$ cat config.mk
export PLATFORM = sky130hd
export DESIGN_NAME = dp_psr_ctrl
export DESIGN_NICKNAME = d
export VERILOG_FILES = /design/src/shared/dp_psr_pkg.sv /design/src/shared/ratio_if.sv /design/src/design/ratio_bank.sv /design/src/design/pll_delay.sv /design/src/design/dp_psr_ctrl.sv
export SDC_FILE = /design/constraint.sdc
export NUM_CORES = 1
export LEC_CHECK = 0
export ABC_CLOCK_PERIOD_IN_PS = 56100
export BUFFER_PORTS_ARGS = -buffer_cell sky130_fd_sc_hd__buf_4
export CAP_MARGIN = 20
export CORE_AREA = 2 2 224 226
export DETAILED_ROUTE_END_ITERATION = 10
export DIE_AREA = 0 0 226 228
export GPL_ROUTABILITY_DRIVEN = 0
export PLACE_DENSITY = 0.83
export SETUP_SLACK_MARGIN = 0.2
export SLEW_MARGIN = 10
export SYNTH_ARGS = -nofsm -noshare
export SYNTH_HDL_FRONTEND = slang
export SYNTH_SLANG_ARGS = --single-unit
$ cat constraint.sdc
create_clock -name i_ref_clk -period 56.1 [get_ports i_ref_clk]
set_input_delay 2.805 -clock i_ref_clk [delete_from_list [all_inputs] [get_ports i_ref_clk]]
set_output_delay 2.805 -clock i_ref_clk [all_outputs]
set_load 0.03 [all_outputs]
$ cat src/shared/dp_psr_pkg.sv
package dp_psr_pkg;

  // ----------------------------------------------------------------------
  // Register offsets
  // ----------------------------------------------------------------------
  localparam logic [19:0] OFF_DATA_M1 = 20'h60030;
  localparam logic [19:0] OFF_DATA_N1 = 20'h60034;
  localparam logic [19:0] OFF_DATA_M2 = 20'h60038;
  localparam logic [19:0] OFF_DATA_N2 = 20'h6003c;
  localparam logic [19:0] OFF_LINK_M1 = 20'h60040;
  localparam logic [19:0] OFF_LINK_N1 = 20'h60044;
  localparam logic [19:0] OFF_LINK_M2 = 20'h60048;
  localparam logic [19:0] OFF_LINK_N2 = 20'h6004c;
  localparam logic [19:0] OFF_CTRL = 20'h60090;
  localparam logic [19:0] OFF_STAT = 20'h60094;
  localparam logic [19:0] OFF_VSC = 20'h600a0;

  // ----------------------------------------------------------------------
  // Ratio set layout and reset values
  // ----------------------------------------------------------------------
  localparam logic [31:0] DATA_M_RESET = 32'h07e0_0000;
  localparam logic [31:0] DATA_M_MASK = 32'h7eff_ffff;
  localparam logic [31:0] VALUE_MASK = 32'h00ff_ffff;
  localparam logic [1:0] IDX_DATA_M = 2'h0;
  localparam logic [1:0] IDX_DATA_N = 2'h1;
  localparam logic [1:0] IDX_LINK_M = 2'h2;
  localparam logic [1:0] IDX_LINK_N = 2'h3;
  localparam int TU_LO = 25;

  // ----------------------------------------------------------------------
  // Control, status and SDP fields
  // ----------------------------------------------------------------------
  localparam int CTL_ENABLE = 0;
  localparam int CTL_RESET = 1;
  localparam int CTL_MODE_LO = 2;
  localparam int CTL_SINGLE = 12;
  localparam int CTL_ENTRY = 13;
  localparam int CTL_TX_ON = 14;
  localparam int CTL_DOUBLE = 15;
  localparam int CTL_DELAY_LO = 16;
  localparam int CTL_THRESH_LO = 24;
  localparam logic [2:0] MODE_SW = 3'h1;
  localparam logic [2:0] MODE_HW = 3'h2;
  localparam int VSC_FREQ_LO = 30;
  localparam logic [31:0] VSC_DB_MASK = 32'h0000_ffff;
  localparam logic [1:0] SDP_EVERY = 2'h1;
  localparam logic [1:0] SDP_ONCE = 2'h2;
  localparam logic [1:0] STBY_IDLE = 2'h0;
  localparam logic [1:0] STBY_FETCH_STOPPED = 2'h1;
  localparam logic [1:0] STBY_TRUNK_GATED = 2'h2;
  localparam logic [7:0] REPEAT_MAX = 8'hff;

  // ----------------------------------------------------------------------
  // Self refresh states and their reported codes
  // ----------------------------------------------------------------------
  typedef enum logic [5:0] {
    ST_DISABLED = 6'h01,
    ST_INACTIVE = 6'h02,
    ST_TO_ACTIVE = 6'h04,
    ST_ACTIVE = 6'h08,
    ST_SINGLE = 6'h10,
    ST_EXIT = 6'h20
  } psr_state_t;

  function automatic logic [2:0] state_code(input psr_state_t s);
    case (s)
      ST_INACTIVE: state_code = 3'h1;
      ST_TO_ACTIVE: state_code = 3'h2;
      ST_ACTIVE: state_code = 3'h3;
      ST_SINGLE: state_code = 3'h4;
      ST_EXIT: state_code = 3'h5;
      default: state_code = 3'h0;
    endcase
  endfunction

endpackage

$ cat src/shared/ratio_if.sv
interface ratio_if;
  logic wr_en;
  logic [1:0] wr_idx;
  logic [31:0] wdata;
  logic vblank;
  logic [3:0][31:0] pend;
  logic [23:0] data_m;
  logic [23:0] data_n;
  logic [23:0] link_m;
  logic [23:0] link_n;
  logic [6:0] tu_size;
  modport bank (input wr_en, wr_idx, wdata, vblank,
    output pend, data_m, data_n, link_m, link_n, tu_size);
  modport ctrl (output wr_en, wr_idx, wdata, vblank,
    input pend, data_m, data_n, link_m, link_n, tu_size);
endinterface

$ cat src/design/ratio_bank.sv
module ratio_bank
  import dp_psr_pkg::*;
(
  input wire logic clk,
  input wire logic rst_n,
  ratio_if.bank rb
);

  logic armed;
  wire arm_write = rb.wr_en && (rb.wr_idx == IDX_LINK_N);
  wire [31:0] wr_mask = (rb.wr_idx == IDX_DATA_M) ? DATA_M_MASK : VALUE_MASK;

  // ----------------------------------------------------------------------
  // Pending copies and the live set that the link sees
  // ----------------------------------------------------------------------
  always_ff @(posedge clk or negedge rst_n) begin
    if (!rst_n) begin
      rb.pend <= {32'h0, 32'h0, 32'h0, DATA_M_RESET};
    end else if (rb.wr_en) begin
      rb.pend[rb.wr_idx] <= rb.wdata & wr_mask;
    end
  end

  // An arming write in the vblank cycle stays armed for the next vblank.
  always_ff @(posedge clk or negedge rst_n) begin
    if (!rst_n) begin
      armed <= 1'b0;
    end else begin
      armed <= arm_write || (armed && !rb.vblank); // [RULE5]
    end
  end

  always_ff @(posedge clk or negedge rst_n) begin
    if (!rst_n) begin
      rb.data_m <= 24'h0;
      rb.data_n <= 24'h0;
      rb.link_m <= 24'h0;
      rb.link_n <= 24'h0;
      rb.tu_size <= 7'h40;
    end else if (rb.vblank && armed) begin // [RULE5]
      rb.data_m <= rb.pend[IDX_DATA_M][23:0]; // [RULE2]
      rb.data_n <= rb.pend[IDX_DATA_N][23:0]; // [RULE2]
      rb.link_m <= rb.pend[IDX_LINK_M][23:0];
      rb.link_n <= rb.pend[IDX_LINK_N][23:0];
      rb.tu_size <= {1'b0, rb.pend[IDX_DATA_M][TU_LO +: 6]} + 7'h1; // [RULE1]
    end
  end

  tu_plus_one_a: assert property ( // [RULE1]
    @(posedge clk) disable iff (!rst_n)
    (rb.vblank && armed) |=>
      rb.tu_size == {1'b0, $past(rb.pend[IDX_DATA_M][30:25])} + 7'h1)
    else $error("Transfer unit size is not the programmed value plus one.");

  unarmed_hold_a: assert property ( // [RULE5]
    @(posedge clk) disable iff (!rst_n)
    !armed ##1 !armed |-> $stable(rb.link_n) && $stable(rb.data_m))
    else $error("Live ratio set changed without an arming write.");

endmodule // ratio_bank

$ cat src/design/pll_delay.sv
module pll_delay (
  input wire logic clk,
  input wire logic rst_n,
  input wire logic link_down,
  input wire logic [7:0] delay,
  output logic pll_off
);

  logic [7:0] count;

  // The display PLL goes off delay+1 cycles after the link drops.
  always_ff @(posedge clk or negedge rst_n) begin
    if (!rst_n) begin
      count <= 8'h0;
      pll_off <= 1'b0;
    end else if (!link_down) begin
      count <= 8'h0;
      pll_off <= 1'b0;
    end else if (!pll_off) begin
      if (count == delay) begin
        pll_off <= 1'b1; // [RULE13]
      end else begin
        count <= count + 8'h1;
      end
    end
  end

  pll_wait_a: assert property ( // [RULE13]
    @(posedge clk) disable iff (!rst_n)
    $rose(pll_off) |-> $past(link_down) && $past(count) == $past(delay))
    else $error("Display PLL powered down before the programmed delay.");

endmodule // pll_delay

$ cat src/design/dp_psr_ctrl.sv
// Notes on behaviour
// [RULE1] Transfer unit size is register bits 30:25 plus one; reset gives 64.
// [RULE2] Data M and N low 24 bits feed only the ratio accumulator.
// [RULE3] Selected link M value goes out in the Main Stream Attributes.
// [RULE4] Selected link N value goes out in attributes and in VB-ID.
// [RULE5] Each ratio set updates at vblank only after its link N write.
// [RULE6] Mode field: 010 hardware timer, 001 software timer, others reserved.
// [RULE7] Hardware timer enters active when identical frames exceed threshold.
// [RULE8] Hardware timer leaves active on a frame buffer register write.
// [RULE9] Software timer follows the entry request bit into and out of active.
// [RULE10] Software toggles the entry request at most once per vblank.
// [RULE11] Single update request runs one frame at once, then back to active.
// [RULE12] Self refresh reset returns to inactive and clears itself.
// [RULE13] Display PLL powers down a programmed delay after the link.
// [RULE14] Double-frame bit sends two active-setting frames on entry.
// [RULE15] Transmitter-state bit keeps link idling in active, else off.
// [RULE16] Standby field: 0 fetching, 1 fetch stopped, 2 trunk gated.
// [RULE17] Repeat-frame counter saturates at 255.
// [RULE18] Status flag shows an SDP was sent this frame.
// [RULE19] Software waits while the in-transition flag is set.
// [RULE20] Current-state field reports the state machine code.
// [RULE21] SDP frequency: 00 off, 01 every frame, 10 once.
// [RULE22] While enabling, one SDP per frame until active.
// [RULE23] Disabled while enable is clear; inactive once enable is set.
module dp_psr_ctrl
  import dp_psr_pkg::*;
(
  input wire logic i_ref_clk,
  input wire logic i_rst_n,
  input wire logic i_reg_wr,
  input wire logic i_reg_rd,
  input wire logic [19:0] i_reg_addr,
  input wire logic [31:0] i_reg_wdata,
  input wire logic i_vblank,
  input wire logic i_frame_identical,
  input wire logic i_fb_write,
  input wire logic i_sink_active,
  input wire logic i_ratio_sel,
  output logic [31:0] o_reg_rdata,
  output logic o_reg_rvalid,
  output logic [23:0] o_data_m,
  output logic [23:0] o_data_n,
  output logic [6:0] o_tu_size,
  output logic [23:0] o_link_m,
  output logic [23:0] o_link_n,
  output logic [23:0] o_vbid_link_n,
  output logic o_tx_enable,
  output logic o_idle_only,
  output logic o_fetch_stop,
  output logic o_pll_power_down,
  output logic o_sdp_send,
  output logic o_sdp_active
);

  // ----------------------------------------------------------------------
  // Reset release
  // ----------------------------------------------------------------------
  logic rst_meta;
  logic rst_n;

  always_ff @(posedge i_ref_clk or negedge i_rst_n) begin
    if (!i_rst_n) begin
      rst_meta <= 1'b0;
      rst_n <= 1'b0;
    end else begin
      rst_meta <= 1'b1;
      rst_n <= rst_meta;
    end
  end

  // ----------------------------------------------------------------------
  // Register decode
  // ----------------------------------------------------------------------
  function automatic logic [2:0] ratio_index(input logic [19:0] a);
    ratio_index = {a[3], a[6], a[2]};
  endfunction

  wire ratio_hit = (i_reg_addr >= OFF_DATA_M1) &&
                   (i_reg_addr <= OFF_LINK_N2) &&
                   (i_reg_addr[1:0] == 2'h0);
  wire [2:0] ratio_loc = ratio_index(i_reg_addr);
  wire wr_ctrl = i_reg_wr && (i_reg_addr == OFF_CTRL);
  wire wr_vsc = i_reg_wr && (i_reg_addr == OFF_VSC);

  ratio_if rb0 ();
  ratio_if rb1 ();

  assign rb0.wr_en = i_reg_wr && ratio_hit && !ratio_loc[2];
  assign rb1.wr_en = i_reg_wr && ratio_hit && ratio_loc[2];
  assign rb0.wr_idx = ratio_loc[1:0];
  assign rb1.wr_idx = ratio_loc[1:0];
  assign rb0.wdata = i_reg_wdata;
  assign rb1.wdata = i_reg_wdata;
  assign rb0.vblank = i_vblank;
  assign rb1.vblank = i_vblank;

  ratio_bank u_bank_primary (
    .clk(i_ref_clk),
    .rst_n(rst_n),
    .rb(rb0.bank)
  );

  ratio_bank u_bank_secondary (
    .clk(i_ref_clk),
    .rst_n(rst_n),
    .rb(rb1.bank)
  );

  // ----------------------------------------------------------------------
  // Control and SDP registers
  // ----------------------------------------------------------------------
  logic enable;
  logic [2:0] mode;
  logic entry_req;
  logic tx_on;
  logic double_frame;
  logic [7:0] pll_delay_cycles;
  logic [7:0] threshold;
  logic single_rb;
  logic psr_reset;
  logic single_req;
  logic [1:0] sdp_freq;
  logic [15:0] sdp_db;

  always_ff @(posedge i_ref_clk or negedge rst_n) begin
    if (!rst_n) begin
      enable <= 1'b0;
      mode <= 3'h0;
      entry_req <= 1'b0;
      tx_on <= 1'b0;
      double_frame <= 1'b0;
      pll_delay_cycles <= 8'h0;
      threshold <= 8'h0;
    end else if (wr_ctrl) begin
      enable <= i_reg_wdata[CTL_ENABLE];
      mode <= i_reg_wdata[CTL_MODE_LO +: 3];
      entry_req <= i_reg_wdata[CTL_ENTRY];
      tx_on <= i_reg_wdata[CTL_TX_ON];
      double_frame <= i_reg_wdata[CTL_DOUBLE];
      pll_delay_cycles <= i_reg_wdata[CTL_DELAY_LO +: 8];
      threshold <= i_reg_wdata[CTL_THRESH_LO +: 8];
    end
  end

  // Reset and single update act as one-cycle strobes; reset reads as zero, single update reads back from single_rb.
  always_ff @(posedge i_ref_clk or negedge rst_n) begin
    if (!rst_n) begin
      psr_reset <= 1'b0;
      single_req <= 1'b0;
    end else begin
      psr_reset <= wr_ctrl && i_reg_wdata[CTL_RESET]; // [RULE12]
      single_req <= wr_ctrl && i_reg_wdata[CTL_SINGLE]; // [RULE11]
    end
  end

  always_ff @(posedge i_ref_clk or negedge rst_n) begin
    if (!rst_n) begin
      sdp_freq <= 2'h0;
      sdp_db <= 16'h0;
    end else if (wr_vsc) begin
      sdp_freq <= i_reg_wdata[VSC_FREQ_LO +: 2];
      sdp_db <= i_reg_wdata[15:0] & VSC_DB_MASK[15:0];
    end
  end

  // ----------------------------------------------------------------------
  // Frame counters
  // ----------------------------------------------------------------------
  logic [7:0] repeat_count;
  logic [1:0] entry_frames;
  psr_state_t state;
  psr_state_t next_state;

  always_ff @(posedge i_ref_clk or negedge rst_n) begin
    if (!rst_n) begin
      repeat_count <= 8'h0;
    end else if (i_fb_write || (i_vblank && !i_frame_identical)) begin
      repeat_count <= 8'h0;
    end else if (i_vblank && repeat_count != REPEAT_MAX) begin
      repeat_count <= repeat_count + 8'h1; // [RULE17]
    end
  end

  always_ff @(posedge i_ref_clk or negedge rst_n) begin
    if (!rst_n) begin
      entry_frames <= 2'h0;
    end else if (state != ST_TO_ACTIVE) begin
      entry_frames <= double_frame ? 2'h2 : 2'h1; // [RULE14]
    end else if (i_vblank && entry_frames != 2'h0) begin
      entry_frames <= entry_frames - 2'h1;
    end
  end

  // ----------------------------------------------------------------------
  // Self refresh state machine
  // ----------------------------------------------------------------------
  wire hw_mode = (mode == MODE_HW); // [RULE6]
  wire sw_mode = (mode == MODE_SW); // [RULE6]
  wire hw_enter = hw_mode && (repeat_count > threshold); // [RULE7]
  wire sw_enter = sw_mode && entry_req; // [RULE9]
  wire leave_active = (hw_mode && i_fb_write) ||
                      (sw_mode && !entry_req);
  wire entry_done = (entry_frames == 2'h0) && i_sink_active;

  always_comb begin
    next_state = state;
    if (!enable) begin
      next_state = ST_DISABLED; // [RULE23]
    end else if (psr_reset) begin
      next_state = ST_INACTIVE; // [RULE12]
    end else begin
      case (state)
        ST_DISABLED: next_state = ST_INACTIVE; // [RULE23]
        ST_INACTIVE: begin
          if (hw_enter || sw_enter) begin // [RULE7] [RULE9]
            next_state = ST_TO_ACTIVE;
          end
        end
        ST_TO_ACTIVE: begin
          if (entry_done) begin
            next_state = ST_ACTIVE;
          end
        end
        ST_ACTIVE: begin
          if (leave_active) begin // [RULE8] [RULE9]
            next_state = ST_EXIT;
          end else if (single_req) begin
            next_state = ST_SINGLE; // [RULE11]
          end
        end
        ST_SINGLE: begin
          if (i_vblank) begin
            next_state = ST_ACTIVE; // [RULE11]
          end
        end
        ST_EXIT: begin
          if (i_vblank) begin
            next_state = ST_INACTIVE;
          end
        end
        default: next_state = ST_DISABLED;
      endcase
    end
  end

  always_ff @(posedge i_ref_clk or negedge rst_n) begin
    if (!rst_n) begin
      state <= ST_DISABLED;
    end else begin
      state <= next_state;
    end
  end

  // Readback of the single update bit only refreshes at vblank.
  always_ff @(posedge i_ref_clk or negedge rst_n) begin
    if (!rst_n) begin
      single_rb <= 1'b0;
    end else if (i_vblank) begin
      single_rb <= (state == ST_SINGLE) || single_req; // [RULE11]
    end
  end

  // ----------------------------------------------------------------------
  // SDP scheduling
  // ----------------------------------------------------------------------
  logic sdp_sent;
  logic once_done;
  wire enabling = enable &&
                  ((state == ST_INACTIVE) || (state == ST_TO_ACTIVE));
  wire send_now = i_vblank &&
                  (enabling || // [RULE22]
                   (sdp_freq == SDP_EVERY) || // [RULE21]
                   ((sdp_freq == SDP_ONCE) && !once_done)); // [RULE21]

  always_ff @(posedge i_ref_clk or negedge rst_n) begin
    if (!rst_n) begin
      once_done <= 1'b0;
      sdp_sent <= 1'b0;
      o_sdp_send <= 1'b0;
      o_sdp_active <= 1'b0;
    end else begin
      once_done <= (send_now && !enabling && sdp_freq == SDP_ONCE) ||
                   (once_done && !wr_vsc);
      if (i_vblank) begin
        sdp_sent <= send_now; // [RULE18]
      end
      o_sdp_send <= send_now;
      o_sdp_active <= (next_state == ST_TO_ACTIVE) || // [RULE14]
                      (next_state == ST_ACTIVE);
    end
  end

  // ----------------------------------------------------------------------
  // Link outputs and power control
  // ----------------------------------------------------------------------
  wire [23:0] sel_link_m = i_ratio_sel ? rb1.link_m : rb0.link_m;
  wire [23:0] sel_link_n = i_ratio_sel ? rb1.link_n : rb0.link_n;
  wire active_now = (state == ST_ACTIVE);
  wire [1:0] standby = !active_now ? STBY_IDLE :
                       o_pll_power_down ? STBY_TRUNK_GATED :
                       STBY_FETCH_STOPPED;

  always_ff @(posedge i_ref_clk or negedge rst_n) begin
    if (!rst_n) begin
      o_data_m <= 24'h0;
      o_data_n <= 24'h0;
      o_tu_size <= 7'h40;
      o_link_m <= 24'h0;
      o_link_n <= 24'h0;
      o_vbid_link_n <= 24'h0;
      o_tx_enable <= 1'b1;
      o_idle_only <= 1'b0;
      o_fetch_stop <= 1'b0;
    end else begin
      o_data_m <= i_ratio_sel ? rb1.data_m : rb0.data_m; // [RULE2]
      o_data_n <= i_ratio_sel ? rb1.data_n : rb0.data_n; // [RULE2]
      o_tu_size <= i_ratio_sel ? rb1.tu_size : rb0.tu_size; // [RULE1]
      o_link_m <= sel_link_m; // [RULE3]
      o_link_n <= sel_link_n; // [RULE4]
      o_vbid_link_n <= sel_link_n; // [RULE4]
      o_tx_enable <= !(next_state == ST_ACTIVE) || tx_on; // [RULE15]
      o_idle_only <= (next_state == ST_ACTIVE) && tx_on; // [RULE15]
      o_fetch_stop <= (next_state == ST_ACTIVE);
    end
  end

  pll_delay u_pll_delay (
    .clk(i_ref_clk),
    .rst_n(rst_n),
    .link_down(!o_tx_enable),
    .delay(pll_delay_cycles),
    .pll_off(o_pll_power_down)
  );

  // ----------------------------------------------------------------------
  // Register read
  // ----------------------------------------------------------------------
  wire in_transition = (state == ST_TO_ACTIVE) && !i_sink_active; // [RULE19]
  wire [31:0] ctrl_word = {threshold, pll_delay_cycles, double_frame,
                           tx_on, entry_req, single_rb, 7'h0, mode,
                           1'b0, enable};
  wire [31:0] stat_word = {standby, 6'h0, repeat_count, 7'h0, // [RULE16]
                           sdp_sent, in_transition, 4'h0,
                           state_code(state)}; // [RULE20]
  wire [31:0] ratio_word = ratio_loc[2] ? rb1.pend[ratio_loc[1:0]] :
                           rb0.pend[ratio_loc[1:0]];
  wire [31:0] read_word = ratio_hit ? ratio_word :
                          (i_reg_addr == OFF_CTRL) ? ctrl_word :
                          (i_reg_addr == OFF_STAT) ? stat_word :
                          (i_reg_addr == OFF_VSC) ?
                            {sdp_freq, 14'h0, sdp_db} : 32'h0;

  always_ff @(posedge i_ref_clk or negedge rst_n) begin
    if (!rst_n) begin
      o_reg_rdata <= 32'h0;
      o_reg_rvalid <= 1'b0;
    end else begin
      o_reg_rvalid <= i_reg_rd;
      if (i_reg_rd) begin
        o_reg_rdata <= read_word;
      end
    end
  end

  // ----------------------------------------------------------------------
  // Checks
  // ----------------------------------------------------------------------
  disabled_hold_a: assert property ( // [RULE23]
    @(posedge i_ref_clk) disable iff (!rst_n)
    !enable |=> state == ST_DISABLED)
    else $error("State left disabled while self refresh is off.");

  hw_entry_a: assert property ( // [RULE7]
    @(posedge i_ref_clk) disable iff (!rst_n)
    (enable && !psr_reset && state == ST_INACTIVE && hw_mode &&
     repeat_count > threshold) |=> state == ST_TO_ACTIVE)
    else $error("Hardware timer did not start entry past the threshold.");

  hw_exit_a: assert property ( // [RULE8]
    @(posedge i_ref_clk) disable iff (!rst_n)
    (enable && !psr_reset && active_now && hw_mode && i_fb_write)
      |=> state == ST_EXIT)
    else $error("Frame buffer write did not end the active state.");

  sw_follow_a: assert property ( // [RULE9]
    @(posedge i_ref_clk) disable iff (!rst_n)
    (enable && !psr_reset && state == ST_INACTIVE && sw_mode && entry_req)
      |=> state == ST_TO_ACTIVE)
    else $error("Software entry request was not followed.");

  psr_reset_a: assert property ( // [RULE12]
    @(posedge i_ref_clk) disable iff (!rst_n)
    (wr_ctrl && i_reg_wdata[CTL_RESET] && i_reg_wdata[CTL_ENABLE])
      |=> psr_reset ##1 (state == ST_INACTIVE && !psr_reset))
    else $error("Self refresh reset did not return to inactive.");

  repeat_sat_a: assert property ( // [RULE17]
    @(posedge i_ref_clk) disable iff (!rst_n)
    (repeat_count == REPEAT_MAX && !i_fb_write && i_frame_identical)
      |=> repeat_count == REPEAT_MAX)
    else $error("Repeat-frame counter rolled over.");

  link_out_a: assert property ( // [RULE3]
    @(posedge i_ref_clk) disable iff (!rst_n)
    ##1 o_link_m == $past(sel_link_m) && o_vbid_link_n == o_link_n)
    else $error("Attribute link values do not follow the selected set.");

  tx_idle_a: assert property ( // [RULE15]
    @(posedge i_ref_clk) disable iff (!rst_n)
    active_now |-> o_tx_enable == $past(tx_on) &&
      o_idle_only == $past(tx_on))
    else $error("Transmitter state in active does not match its setting.");

  single_back_a: assert property ( // [RULE11]
    @(posedge i_ref_clk) disable iff (!rst_n)
    (state == ST_SINGLE && enable && !psr_reset && i_vblank)
      |=> active_now)
    else $error("Single frame update did not return to active.");

endmodule // dp_psr_ctrl

# After elaboration in Yosys (flattened, before gate mapping)
# Cells that the tools add are included.
[word_totals] ff_bits=678 input_bits=61 output_inout_bits=166 elab_cells=187
[classes] add_sub_neg=5 n_lt_le_gt_ge=5 n_eq_ne=21 mux=42 n_bitwise=1 reduce_logical=60
[ops] op="128-bit bitwise mux" n=2
[ops] op="32-bit two-way mux" n=8
[ops] op="32-bit binary-select mux with 2-bit select" n=2
[ops] op="24-bit two-way mux" n=4
[ops] op="32-bit demux with 2-bit select" n=1
[ops] op="20-bit by 19-bit == test with 1-bit output (second input constant)" n=3
[ops] op="6-bit two-way mux" n=8
[ops] op="8-bit two-way mux" n=5
[ops] op="6-bit one-hot mux with 6 select lines" n=1
[ops] op="32-bit bitwise AND" n=1
[ops] op="1-bit logical AND" n=32
[ops] op="31-bit two-way mux" n=1
[ops] op="20-bit by 19-bit greater-or-equal comparator with 1-bit output (second input constant)" n=1
[ops] op="20-bit by 19-bit less-or-equal comparator with 1-bit output (second input constant)" n=1
[ops] op="8-bit by 1-bit adder with 8-bit output (second input constant)" n=2
[ops] op="3-bit one-hot mux with 5 select lines" n=1
[ops] op="6-bit by 1-bit adder with 7-bit output (second input constant)" n=2
[ops] op="6-bit by 3-bit == test with 1-bit output (second input constant)" n=2
[ops] op="6-bit by 4-bit == test with 1-bit output (second input constant)" n=2
[ops] op="1-bit logical OR" n=12
[ops] op="2-bit two-way mux" n=5
[ops] op="1-bit logical NOT" n=9
[ops] op="8-bit == test" n=1
[ops] op="8-bit greater-than comparator" n=1
[ops] op="other kinds (19)" n=27

# Longest topological paths before layout
[depth] ltp_word=10 mapped_depth=8 depth_no_buf=7

# By module
# A second synthesis with hierarchy kept.
[hier_totals] cells_unflattened=1892 hier_area_um2=28210.8
[modules_own_cells] module="dp_psr_ctrl" n_inst=1 cells_each=823 area_per_inst_um2=10901.7 seq_area_each_um2=5133.7
[modules_own_cells] module="ratio_bank at u_bank_primary" n_inst=1 cells_each=505 area_per_inst_um2=8378.0 seq_area_each_um2=5639.2
[modules_own_cells] module="ratio_bank at u_bank_secondary" n_inst=1 cells_each=506 area_per_inst_um2=8371.8 seq_area_each_um2=5639.2
[modules_own_cells] module="pll_delay" n_inst=1 cells_each=58 area_per_inst_um2=559.3 seq_area_each_um2=225.2

# Worst setup path before layout
# Ideal clock, no wire load.
[synth_path] path_kind="in2reg" start="input port i_reg_addr[6]" end="register sdp_db[10]" setup_time_ps=125 arrival_time_ps=4372 required_ps=55975 setup_slack_ps=51603 cell_stages=7 path_buffers=3 cell_sequence="buf_4 and2b_1 nand3_1 or4_1 buf_2 buf_6 mux2_4"
[synth_between] elab_chain_cells=2
[synth_rtl] element="start, declared" line="dp_psr_ctrl.sv:32" source="input wire logic [19:0] i_reg_addr,"
[synth_rtl] element="20-bit by 19-bit == test with 1-bit output" line="dp_psr_ctrl.sv:83" source="wire wr_vsc = i_reg_wr && (i_reg_addr == OFF_VSC);"
[synth_rtl] element="1-bit logical AND" line="dp_psr_ctrl.sv:83"
[synth_rtl] element="end signal, assigned" line="dp_psr_ctrl.sv:162" source="sdp_db <= i_reg_wdata[15:0] & VSC_DB_MASK[15:0];"
[synth_rtl] element="end, declared" line="dp_psr_ctrl.sv:123" source="logic [15:0] sdp_db;"
# Every way passes these cells.
# A chain may end at the register's enable or synchronous reset.

# Worst setup path in the final report
[layout_path] start="input port i_reg_addr[6]" end="register u_bank_secondary.rb.pend[41]"
[layout_between] elab_chain_cells=5 elab_cells_between_ends=12 cone_classes="order compare (4); mux (3); reduce/logical (5)"
[layout_rtl] element="20-bit by 19-bit greater-or-equal comparator with 1-bit output (tied with other cells)" line="dp_psr_ctrl.sv:78" source="wire ratio_hit = (i_reg_addr >= OFF_DATA_M1) &&"
[layout_rtl] element="1-bit logical AND, on equally long branches" line="dp_psr_ctrl.sv:78, ratio_bank.sv:20"
[layout_rtl] element="1-bit logical AND / 32-bit two-way mux (equally long branches)" line="dp_psr_ctrl.sv:79, ratio_bank.sv:20"
[layout_rtl] element="1-bit logical AND / 32-bit demux with 2-bit select (equally long branches)"
[layout_rtl] element="1-bit logical AND / 128-bit bitwise mux (equally long branches)" line="dp_psr_ctrl.sv:89, ratio_bank.sv:20"
[layout_rtl] element="end signal, assigned" line="ratio_bank.sv:18" source="rb.pend <= {32'h0, 32'h0, 32'h0, DATA_M_RESET};"
[layout_rtl] element="end signal, assigned by index" line="ratio_bank.sv:20" source="rb.pend[rb.wr_idx] <= rb.wdata & wr_mask;"
[layout_rtl] element="end, declared" line="ratio_if.sv:13" source="output pend, data_m, data_n, link_m, link_n, tu_size);"
# Several ways; a longest one is shown, not always the timed one.

==> summary.md <==
| Metric | Value |
|---|---|
| Run status | `completed` |
| WP buf/inv | `2` |
| Worst-path clk slew | `0.06 ns` |
| Synth top cells by count | `647 x dfrtp_1, 420 x mux2_2, 153 x mux2_1` |
| Worst path required time | `56.57 ns` |
| Setup Buffers After CTS | `0` |
| DRT iter0 DRCs | `1502` |
| Hold Path Origin | `rst_meta` |
| Top Family by Delay on Critical Path | `simple AND/OR/NAND/NOR gates` |
| Largest area contributor in the netlist | `dfrtp_1` |
| Diodes inserted | `0` |
| Utilization after layout | `0.658` |
| Most frequent cell after synthesis | `dfrtp_1` |
| Sequential area share after synthesis | `0.592` |
| # hold bufs at CTS | `0` |
| Distinct cells, synth | `71` |
| Finished Cell Area | `32400 µm²` |
| Initial Util | `0.569` |
| Crit end category | `flip-flop` |
| Die X | `226 µm` |
| Vias in the first global route | `18000` |
| Max-cap violation count | `0` |
| P_sw | `0.215 mW` |
| Hold depth | `0` |
| CP Cell Sequence | `buf_4 > nor2_1 > mux2i_1 > nor3_4 > buf_4 > nand3_2 > mux2_1` |
| Worst setup SP type | `input port` |
| WL final | `68800 µm` |
| Sequential share of power | `0.501` |
| RSZ-0062 raised after global routing | `false` |
| Worst R2R Start | `rst_n` |
| P_int | `0.747 mW` |
| CP peak stage delay | `0.93 ns` |
| # setup viols final | `0` |
| EDFF count, synth | `0` |
| Port bufs | `226` |
| Wire per inst | `24.2 µm` |
| Initial antenna violation count | `2` |
| CP Max Fanout | `39` |
| Rel. slew slack | `0.281` |
| Crit path DAT | `5.90 ns` |
| Root Driver | `clkbuf_16` |
| Tmin final | `5.44 ns` |
| Final Non-Filler Cells | `2841` |
| Maximum clock path buffer count | `3` |
| Max Fclk | `184 MHz` |
| I/O Pins | `227` |
| Area Growth Syn to Fin | `15.5%` |
| Worst skew pair latency | `0.61 ns` |
| Power Total | `0.962 mW` |
| Total negative slack | `0 ns` |
| Final #Nets | `2191` |
| Share of cells above drive strength 1 | `0.399` |
| R2r setup slk | `53.30 ns` |
| Core Area | `49300 µm²` |
| Post-Place Cells | `2718` |
| Vias/cell | `6.09` |
| Post-synthesis register bit count | `664` |
| Global-route wire length before repair | `107000 µm` |
| Placed Area | `30200 µm²` |
| Gr ovfl total | `0` |
| Critical path type | `in -> reg` |
| Via Count | `17300` |
| Die area | `51500 µm²` |
| TritonCTS Buffers | `66` |
| P_leak | `16.5 nW` |
| Final hold slack | `0.356 ns` |
| Final WS setup | `50.66 ns` |
| Yosys warning count | `0` |
| Synth top area cells | `dfrtp_1 58%, mux2_2 17%, mux2_1 6.1%` |
| Final Skew | `0.0286 ns` |
| Hold Path Class | `reg -> reg` |
| Fraction of registers with async set/reset | `1.00` |
| Clock sink count | `664` |
| # rows | `82` |
| Post-synthesis instance total | `1938` |
| Period utilization | `0.0969` |
| R2R cell count | `2` |
| Hpwl dp | `43200 µm` |
| Maximum VDD drop | `0.0204 mV` |
| Slowest cell on crit path | `nand3_2` |
| Comb pwr share | `0.036` |
| Dpl ws | `49.98 ns` |
| CTS tree | `done` |
| DRT Pass-1 Iters | `5` |
| Syn avg cell area | `14.5 µm²` |
| Largest net degree at the start of global routing | `182` |
| Top FF cell, synth | `dfrtp_1` |
| Worst-Margin Slew | `1.08 ns` |
| Pwr/cell area | `29.7 nW/µm²` |
| Die height | `228 µm` |
| Post-synth top area share | `0.576` |
| Reg-to-reg critical path endpoint | `u_bank_secondary.rb.pend[102]` |
| Synth Net Count | `2012` |
| Clk pwr share | `0.463` |
| Synthesized area | `28100 µm²` |
| Fin. Hold Viols | `0` |
| DRC Markers | `0` |
| CP dominant cell by count | `buf_4` |
| Switching part of the total | `0.224` |
| GRT Util Overall | `0.273` |
| CTS H-tree lvls | `3` |
| Slew Limit Fails | `0` |
| Post-CTS sizing | `0` |
| Hold path endpoint | `rst_n` |
| Post-DRT Antenna Nets | `0` |
## cell families after synthesis
group,count (synthesis),share of synthesized area
buffers and inverters,177,0.0299
muxes,637,0.274
adders and majority gates,13,0.00579
AOI/OAI and AO/OA,164,0.0396
and+or+nand+nor,254,0.0502
DFF,664,0.592
other,1,0.000133
xor gates and xnor gates,28,0.00873
## registers in the layout, summed over array words and instances (netlist names), 16 cells and up
signal / count
u_bank_primary.rb.pend: 121
u_bank_secondary.rb.pend: 121
o_reg_rdata: 32
o_data_m: 24
o_data_n: 24
o_link_m: 24
o_vbid_link_n: 24
u_bank_primary.rb.data_m: 24
u_bank_primary.rb.data_n: 24
u_bank_primary.rb.link_m: 24
u_bank_primary.rb.link_n: 24
u_bank_secondary.rb.data_m: 24
u_bank_secondary.rb.data_n: 24
u_bank_secondary.rb.link_m: 24
u_bank_secondary.rb.link_n: 24
sdp_db: 16
## power groups by stage
stage               clock network, mW  registers (mW)  logic (mW)
floorplan                           0           0.499      0.0121
global placement                    0           0.491      0.0336
detailed placement                  0           0.491      0.0343
CTS                             0.450           0.482      0.0344
global route                    0.471           0.482      0.0379
finish                          0.445           0.482      0.0347
## worst max-delay path by stage
stage	startpoint	end	slack (ns)	cells past startpoint
6_report	i_reg_addr[6]	u_bank_secondary.rb.pend[41]	50.66	7
3_3_place_gp	i_reg_addr[6]	u_bank_primary.rb.pend[45]	50.10	7
3_5_place_dp	i_reg_addr[6]	u_bank_primary.rb.pend[48]	49.98	7
5_1_grt	i_reg_addr[6]	u_bank_secondary.rb.pend[42]	50.50	7
4_1_cts	i_reg_addr[6]	u_bank_primary.rb.pend[39]	50.62	7
2_1_floorplan	rst_n	double_frame	36.25	0
## worst reg2reg max path: stages (launching register included)
cell     delay, ns
dfrtp_4       0.96
buf_12        0.80
buf_4         1.01
## cell type report
cell class / count / area, µm²
timing repair buffer: 252 / 1980
tap: 672 / 841
clock inverter: 24 / 262
clock buffer: 96 / 1940
inverter: 36 / 135
multi-input combinational: 1097 / 10700
sequential: 664 / 16600
fill: 3258 / 16900
## cell usage in the layout (no fill, tap or decap), drive strengths merged, types with 41 or more instances in the layout
cell type,instances
buf,252
nand2,43
nor2,55
clkbuf,96
mux4,44
dfrtp,647
mux2,582
and2,41
inv,42
## routing by layer
layer	track usage	wire (µm)	vias to the layer above
met4	0.126	2840	2
met5	0	13	-
met3	0.0648	5280	171
met1	0.370	28400	9085
li1	-	-	7346
met2	0.420	32300	684
(Power assumes the default switching activity.)
